## src/rx_fifo_pkg.sv

```systemverilog
// Shared constants for the receive slice output FIFO.
// Assumes a single 25 MHz clock and an APB register port.
package rx_fifo_pkg;

    // ****************************************************************
    // Register map
    // ****************************************************************
    localparam logic [11:0] CTRL_OFFSET   = 12'h000;
    localparam logic [11:0] STATUS_OFFSET = 12'h004;
    localparam logic [11:0] MASK_OFFSET   = 12'h008;
    localparam logic [11:0] PTRS_OFFSET   = 12'h00c;

    // ****************************************************************
    // Field positions
    // ****************************************************************
    localparam int CTRL_WIDTH8_BIT = 0;
    localparam int CTRL_SYNC_BIT   = 1;
    localparam int CTRL_RUN_BIT    = 2;
    localparam int EV_EMPTY_RISE   = 0;
    localparam int EV_EMPTY_FALL   = 1;
    localparam int EV_COUNT        = 2;
    localparam int MIMIC_BIT       = 5;

    // ****************************************************************
    // Reset values and counts
    // ****************************************************************
    localparam logic [2:0]          CTRL_RESET   = 3'h1;
    localparam logic [EV_COUNT-1:0] MASK_RESET   = 2'h0;
    localparam int                  FIFO_DEPTH   = 8;
    localparam int                  WORD_WIDTH   = 8;
    localparam logic [2:0]          LAST_BIT_W8  = 3'h7;
    localparam logic [2:0]          LAST_BIT_W4  = 3'h3;

endpackage

```

## src/rx_fifo.sv

```systemverilog
// Receive slice output FIFO: deserializer, eight-entry pointer FIFO, empty
// synchronizer, APB control and status registers and one interrupt.
// Assumes serial samples and the reader's clock tick are synchronous to clk.
// ****************************************************************
// Functional notes
// ****************************************************************
// Functional notes
// RULE1: Width 4 gives low nibble plus serial copy.
// RULE2: Non-sync mode crosses into the reader's timing.
// RULE3: Latency typically two read cycles, up to eight.
// RULE4: Writes use divided sample clock, copy forwarded.
// RULE5: Forwarded write clock usable only at position zero.
// RULE6: Reader supplies same-rate clock, any phase.
// RULE7: Read pointer moves only with read enable.
// RULE8: Write pointer wraps after eight positions.
// RULE9: Empty when both pointers are equal.
// RULE10: Empty is resynchronized over two read cycles.
// RULE11: Write pointer always leads read pointer. Here the write pointer never waits and laps a stalled reader.
// RULE12: Single clock: register inverted farthest empty.
// RULE13: Multiple clocks: register NOR of empties.
// RULE14: Start application after ready status rises.
// RULE15: Hold receive clock until ready asserted.
// RULE16: Uncontrolled transmitter needs bit-slip alignment.
// RULE17: Latency depends on read clock phase.
// RULE18: Read side updates on read edges.
//
// The APB interface to the registers and the placing of the registers were decided locally.
module rx_fifo #(
    parameter int NIBBLE_POS = 0
) (
    input  wire logic        clk,
    input  wire logic        rst_n,
    input  wire logic        psel,
    input  wire logic        penable,
    input  wire logic        pwrite,
    input  wire logic [11:0] paddr,
    input  wire logic [31:0] pwdata,
    output logic      [31:0] prdata,
    output logic             pready,
    output logic             pslverr,
    input  wire logic        serial_in,
    input  wire logic        rd_tick,
    input  wire logic        rd_en,
    output logic      [7:0]  q,
    output logic             empty,
    output logic             wrclk_out,
    output logic             irq
);

    localparam int AW = $clog2(rx_fifo_pkg::FIFO_DEPTH);

    // ****************************************************************
    // Registers and bus decode
    // ****************************************************************
    logic [2:0]                      ctrl;
    logic [rx_fifo_pkg::EV_COUNT-1:0] status;
    logic [rx_fifo_pkg::EV_COUNT-1:0] mask;
    logic [rx_fifo_pkg::EV_COUNT-1:0] ev_set;
    logic                            width8;
    logic                            sync_mode;
    logic                            run;
    logic                            setup;
    logic                            wr_access;
    logic                            mapped;
    logic [31:0]                     next_prdata;

    assign width8    = ctrl[rx_fifo_pkg::CTRL_WIDTH8_BIT];
    assign sync_mode = ctrl[rx_fifo_pkg::CTRL_SYNC_BIT];
    assign run       = ctrl[rx_fifo_pkg::CTRL_RUN_BIT];
    assign setup     = psel && !penable;
    assign wr_access = psel && penable && pwrite;
    assign mapped    = (paddr == rx_fifo_pkg::CTRL_OFFSET) || (paddr == rx_fifo_pkg::STATUS_OFFSET)
                    || (paddr == rx_fifo_pkg::MASK_OFFSET) || (paddr == rx_fifo_pkg::PTRS_OFFSET);

    // ****************************************************************
    // FIFO datapath signals
    // ****************************************************************
    logic          wr_tick;
    logic          wr_level;
    logic          rd_step;
    logic          rd_clk_en;
    logic [AW-1:0] wptr;
    logic [AW-1:0] rptr;
    logic [7:0]    shifter;
    logic [7:0]    wdata;
    logic [7:0]    rdata;
    logic          ptr_equal;
    logic          empty_s1;
    logic          empty_d;
    logic [7:0]    filled;
    logic          rdata_ok;
    logic [7:0]    rd_word;

    always_comb begin
        next_prdata = 32'h0;
        unique case (paddr)
            rx_fifo_pkg::CTRL_OFFSET:   next_prdata = {29'h0, ctrl};
            rx_fifo_pkg::STATUS_OFFSET: next_prdata = {30'h0, status};
            rx_fifo_pkg::MASK_OFFSET:   next_prdata = {30'h0, mask};
            rx_fifo_pkg::PTRS_OFFSET:   next_prdata = {24'h0, empty, wptr, 1'b0, rptr};
            default:                    next_prdata = 32'h0;
        endcase
    end

    // Read data and error are set up in the setup cycle so the zero-wait access sees them from flops.
    always_ff @(posedge clk) begin
        if (!rst_n) begin
            prdata  <= 32'h0;
            pslverr <= 1'b0;
            pready  <= 1'b0;
        end else begin
            pready <= 1'b1;
            if (setup) begin
                prdata  <= pwrite ? 32'h0 : next_prdata;
                pslverr <= !mapped;
            end
        end
    end

    always_ff @(posedge clk) begin
        if (!rst_n) begin
            ctrl <= rx_fifo_pkg::CTRL_RESET;
            mask <= rx_fifo_pkg::MASK_RESET;
        end else if (wr_access) begin
            if (paddr == rx_fifo_pkg::CTRL_OFFSET) begin
                ctrl <= pwdata[2:0];
            end
            if (paddr == rx_fifo_pkg::MASK_OFFSET) begin
                mask <= pwdata[rx_fifo_pkg::EV_COUNT-1:0];
            end
        end
    end

    // ****************************************************************
    // Events and interrupt
    // ****************************************************************
    assign ev_set[rx_fifo_pkg::EV_EMPTY_RISE] = empty && !empty_d;
    assign ev_set[rx_fifo_pkg::EV_EMPTY_FALL] = !empty && empty_d;

    // A new event in the clearing cycle survives: the set term is applied after the clear.
    always_ff @(posedge clk) begin
        if (!rst_n) begin
            status <= '0;
        end else if (wr_access && paddr == rx_fifo_pkg::STATUS_OFFSET) begin
            status <= (status & ~pwdata[rx_fifo_pkg::EV_COUNT-1:0]) | ev_set;
        end else begin
            status <= status | ev_set;
        end
    end

    always_ff @(posedge clk) begin
        if (!rst_n) begin
            irq     <= 1'b0;
            empty_d <= 1'b1;
        end else begin
            irq     <= |(status & mask);
            empty_d <= empty;
        end
    end

    // ****************************************************************
    // Write side: deserializer and divided sample clock
    // ****************************************************************
    sample_divider u_div (
        .clk    (clk),
        .rst_n  (rst_n),
        .run    (run),
        .width8 (width8),
        .tick   (wr_tick),
        .level  (wr_level)
    );

    assign wdata = width8 ? {shifter[6:0], serial_in} : {4'h0, shifter[2:0], serial_in}; // RULE1

    always_ff @(posedge clk) begin
        if (!rst_n) begin
            shifter <= 8'h0;
        end else begin
            shifter <= {shifter[6:0], serial_in};
        end
    end

    // The write pointer never waits for the reader; a stalled reader simply sees overwritten words.
    always_ff @(posedge clk) begin
        if (!rst_n || !run) begin
            wptr <= '0;
        end else if (wr_tick) begin
            wptr <= wptr + AW'(1); // RULE7 RULE8 RULE4
        end
    end

    // Only the slice at nibble position zero drives its forwarded clock out.
    always_ff @(posedge clk) begin
        if (!rst_n) begin
            wrclk_out <= 1'b0;
        end else begin
            wrclk_out <= (NIBBLE_POS == 0) ? wr_level : 1'b0; // RULE5 RULE4
        end
    end

    // ****************************************************************
    // Read side
    // ****************************************************************
    // In synchronous mode the reader runs on the write tick; otherwise on the reader's own tick.
    assign rd_clk_en = sync_mode ? wr_tick : rd_tick; // RULE2 RULE6
    assign rd_step   = rd_clk_en && rd_en;
    assign ptr_equal = (wptr == rptr); // RULE9

    fifo_mem #(
        .W (rx_fifo_pkg::WORD_WIDTH),
        .D (rx_fifo_pkg::FIFO_DEPTH)
    ) u_mem (
        .clk   (clk),
        .we    (wr_tick),
        .waddr (wptr),
        .wdata (wdata),
        .re    (rd_clk_en),
        .raddr (rptr),
        .rdata (rdata)
    );

    // A slot reads as zero until it has been written once, so power-up contents never reach q.
    // The flag is dropped only by reset: a stopped run leaves the stored words valid.
    always_ff @(posedge clk) begin
        if (!rst_n) begin
            filled <= 8'h0;
        end else if (wr_tick) begin
            filled[wptr] <= 1'b1;
        end
    end

    always_ff @(posedge clk) begin
        if (!rst_n) begin
            rdata_ok <= 1'b0;
        end else if (rd_clk_en) begin
            rdata_ok <= filled[rptr]; // RULE18
        end
    end

    assign rd_word = rdata_ok ? rdata : 8'h0;

    always_ff @(posedge clk) begin
        if (!rst_n || !run) begin
            rptr <= '0;
        end else if (rd_step) begin
            rptr <= rptr + AW'(1); // RULE7 RULE18
        end
    end

    // Two-stage resynchronizer keeps the reader from stepping onto the write slot; latency
    // therefore depends on where the write tick falls relative to the read tick.
    always_ff @(posedge clk) begin
        if (!rst_n || !run) begin
            empty_s1 <= 1'b1;
            empty    <= 1'b1;
        end else if (rd_clk_en) begin
            empty_s1 <= ptr_equal; // RULE10 RULE11 RULE17
            empty    <= empty_s1; // RULE10 RULE18
        end
    end

    // Output word lands one cycle after the registered memory read.
    always_ff @(posedge clk) begin
        if (!rst_n) begin
            q <= 8'h0;
        end else if (width8) begin
            q <= rd_word; // RULE1 RULE3
        end else begin
            q                         <= {4'h0, rd_word[3:0]}; // RULE1
            q[rx_fifo_pkg::MIMIC_BIT] <= serial_in; // RULE1
        end
    end
endmodule

```

## src/fifo_mem.sv

```systemverilog
// Small storage array for the receive FIFO with a registered read port.
// Assumes write and read strobes are one-cycle enables on the same clock.
module fifo_mem #(
    parameter int W = 8,
    parameter int D = 8
) (
    input  wire logic                 clk,
    input  wire logic                 we,
    input  wire logic [$clog2(D)-1:0] waddr,
    input  wire logic [W-1:0]         wdata,
    input  wire logic                 re,
    input  wire logic [$clog2(D)-1:0] raddr,
    output logic      [W-1:0]         rdata
);

    logic [W-1:0] mem [D];

    always_ff @(posedge clk) begin
        if (we) begin
            mem[waddr] <= wdata;
        end
    end

    // Read data is sampled every read tick, so a locked pointer still shows refreshed words.
    always_ff @(posedge clk) begin
        if (re) begin
            rdata <= mem[raddr];
        end
    end

endmodule

```

## src/sample_divider.sv

```systemverilog
// Divided sample clock generator: one write tick per deserialized word.
// Assumes one serial sample arrives on every clock edge while running.
module sample_divider (
    input  wire logic clk,
    input  wire logic rst_n,
    input  wire logic run,
    input  wire logic width8,
    output logic      tick,
    output logic      level
);

    logic [2:0] cnt;
    logic [2:0] last;

    assign last = width8 ? rx_fifo_pkg::LAST_BIT_W8 : rx_fifo_pkg::LAST_BIT_W4;

    always_ff @(posedge clk) begin
        if (!rst_n || !run) begin
            cnt <= 3'h0;
        end else if (cnt >= last) begin
            cnt <= 3'h0;
        end else begin
            cnt <= cnt + 3'h1;
        end
    end

    always_ff @(posedge clk) begin
        if (!rst_n || !run) begin
            tick  <= 1'b0;
            level <= 1'b0;
        end else begin
            tick  <= (cnt == last);
            level <= (cnt < (last >> 1) + 3'h1);
        end
    end

endmodule

```

## config.mk

```make
export PLATFORM = sky130hd
export DESIGN_NAME = rx_fifo
export DESIGN_NICKNAME = d
export VERILOG_FILES = /design/src/rx_fifo_pkg.sv /design/src/rx_fifo.sv /design/src/fifo_mem.sv /design/src/sample_divider.sv
export SDC_FILE = /design/constraint.sdc
export NUM_CORES = 1
export LEC_CHECK = 0
export BUFFER_PORTS_ARGS = -buffer_cell sky130_fd_sc_hd__buf_2
export CORE_MARGIN = 1
export CORE_UTILIZATION = 50
export CTS_CLUSTER_SIZE = 28
export DETAILED_ROUTE_END_ITERATION = 8
export PLACE_DENSITY = 0.73
export SLEW_MARGIN = 5
export SYNTH_ARGS = -nofsm -noshare
export SYNTH_HDL_FRONTEND = slang
export SYNTH_SLANG_ARGS = --single-unit
```

## constraint.sdc

```tcl
create_clock -name clk -period 2.15 [get_ports clk]
set_input_delay 0.1075 -clock clk [delete_from_list [all_inputs] [get_ports clk]]
set_output_delay 0.1075 -clock clk [all_outputs]
set_load 0.01 [all_outputs]
```

==> run metrics <==
outcome=completed; CTS Buf Count=17; RD Place Congestion=just over 0.7; CP Launch Type=flip-flop; Final Skew=approximately 6.9 ps; Root Buffer=clkbuf_8; core box area=about 0.01 mm2; Hold-fix buffers, CTS=9; sequential share of the synthesized area=between 60 and 70%; Critical Path AT=approximately 2000 ps; Residual DRC=0; drt initial violations=just under 100; slew of the pin with the lowest slew margin=slightly below 700 ps; Most used DFF post-synth=edfxtp_1; max_cap viols=0; max-slew violations=0; Routed wire per std cell=16.8 um; Pwr Total=~5500 uW; RSZ-0062 raised after global routing=false; final setup fails=0; total area of sequential cells=about 0.0033 mm2; Met2 Wirelength=slightly below 5 mm; FMAX=approximately 570 MHz; P&R area growth vs syn=19.4%; part of the cycle the worst path needs=81.0%; diode count=0; Yosys Warn Count=0; WP data required=around 2400 ps; filler cell count=730; Row Count=36; Hold WC Path Type=in2reg; first-pass GRT wire length=14.6 mm; commonest cells after routing, fill and taps aside=edfxtp_1 (72), dfxtp_1 (56), buf_2 (42), conb_1 (25); die span in x=slightly above 100 um; Setup CP Type=reg2reg; Post-Syn Area=between 0.005 and 0.006 mm2; Leakage=~0.0025 uW; worst-case clock buffer depth=2; Initial Util=51.9%; met3 routed WL=409 um; Die ar.=0.0106 mm2; Setup Buffers After CTS=0; Worst slew margin=54.0%; #FFs+latches synth=128; CP Max Fanout=12; 1st-pass router iterations=4; multi-input logic area=between 0.0015 and 0.002 mm2; power per cell area=between 800 and 900 mW/mm2; layout net count=approximately 470; gr usage total=19.8%; vias in the first global route=between 2000 and 3000; Via density=about 5.3; TritonCTS Sinks=approximately 130; Antenna Violating Nets Remaining=0; via count=between 2000 and 3000; Mapped Avg Cell Area=roughly 15 um2; post-CTS sizing=0; post-synth cell types=40; VDD IR-drop max=approximately 0.0005 V; synthesized instance count=about 350; final hold vios=0; commonest non-fill, non-tap cell in the layout=edfxtp_1; H-tree lvl count=4; type of destination of the critical path=flip-flop; Final min period=roughly 1700 ps; CTS tree=yes; layout cell share with drive strength beyond 1=roughly a quarter; EDFF count, synth=between 70 and 80; ys async rst share=0%; Final TNS setup=0 ps; pin count of the biggest net entering global routing=20; Buffers on Ports=between 40 and 50; height of the die=approximately 100 um; Worst-Skew Late Latency=around 520 ps; Clock Pin Slew Worst Setup and Hold Paths=approximately 60 ps; Post-Route WL=roughly 9.4 mm; Worst Hold Margin=23.0 ps; Top Layer Used=met4; GR Overflow Total=0; post-DP HPWL=just under 6 mm; io pins=a little under 100; initial antenna violation count=0; Met1 Wirelength=a little over 4 mm
==> sequential cells by signal (all words and copies together) (netlist names), 2 cells and up <==
register / flops
ctrl: 3
filled: 8
mask: 2
prdata: 7
q: 8
rptr: 3
shifter: 7
status: 2
u_div.cnt: 3
u_mem.mem: 64
u_mem.rdata: 8
wptr: 3
==> cell type report <==
class | count | share of cell area [%]
Clock buffer | 22 | 8.11
Tap cell | 133 | 2.72
Timing Repair Buffer | 66 | 6.76
Clock inverter | 10 | 1.58
Sequential cell | 128 | 53.7
Inverter | 2 | 0.123
Multi-Input combinational cell | 197 | 27.0
==> layer usage <==
metal | global-route usage [%] | vias to the layer above
met5 | 0 | -
met4 | 7.26 | 0
met3 | 7.12 | 13
met2 | 34.5 | 100
met1 | 22.3 | 1465
li1 | - | 1385
==> path summary, 6_finish.rpt <==
path	startpoint	to	slack, ps	cells past startpoint
hold reg to reg	u_div.level$_SDFF_PP0_	wrclk_out$_SDFF_PN0_	440	1
hold / removal	paddr[2]	status[1]$_SDFF_PN0_	20	4
setup / recovery	rptr[0]$_SDFFE_PP0P_	u_mem.rdata[2]$_DFFE_PP_	410	3
setup reg to reg	rptr[0]$_SDFFE_PP0P_	u_mem.rdata[2]$_DFFE_PP_	410	3
==> worst max-delay path, stage by stage (launching register included) <==
cell     delay [ps]
dfxtp_1         330
buf_4           240
mux4_1          610
mux2_2          300
==> power breakdown <==
group          internal, uW  switching [uW]  leakage (uW)
Clock                  1740            1040      0.000290
Sequential             2580            8.39       0.00118
Combinational          44.9            71.3      0.000995
==> cells by family (layout without fill, tap and decap cells) <==
group,Yosys count,after routing,share of synthesized area [%]
buffers and inverters,44,100,5.40
adder cells (fa/ha/maj),5,5,1.22
flip-flops,128,128,64.2
multiplexers,37,37,13.7
other,1,25,0.0733
AO/OA/AOI/OAI,33,33,4.62
XOR/XNOR,8,8,1.37
AND/OR/NAND/NOR,89,89,9.49
==> cells in the mapped netlist, drive strengths merged (5+ instances only) <==
library cell	n	area, um2
o21ai	6	30.0
nor2b	7	43.8
xor2	6	52.6
ha	5	62.6
o21a	9	67.6
mux4	20	518
edfxtp	72	2160
mux2i	8	80.1
clkbuf	12	45.0
nor2	16	60.1
dfxtp	56	1120
nand2b	6	37.5
and2	14	87.6
buf	30	224
nand2	15	56.3
nand3	10	50.1
mux2	9	101
and3	9	56.3
==> stage by stage <==
stage	setup WS, ps	cell area (um2)	utilization, %	std cells
5_1_grt	355	6110	61.9	558
3_5_place_dp	419	5430	55.0	517
2_1_floorplan	551	5210	-	369
4_1_cts	398	6110	61.9	558
3_3_place_gp	460	5430	55.0	517
6_report	409	6110	61.9	558
Note: power is estimated with default switching activity, not from simulation.
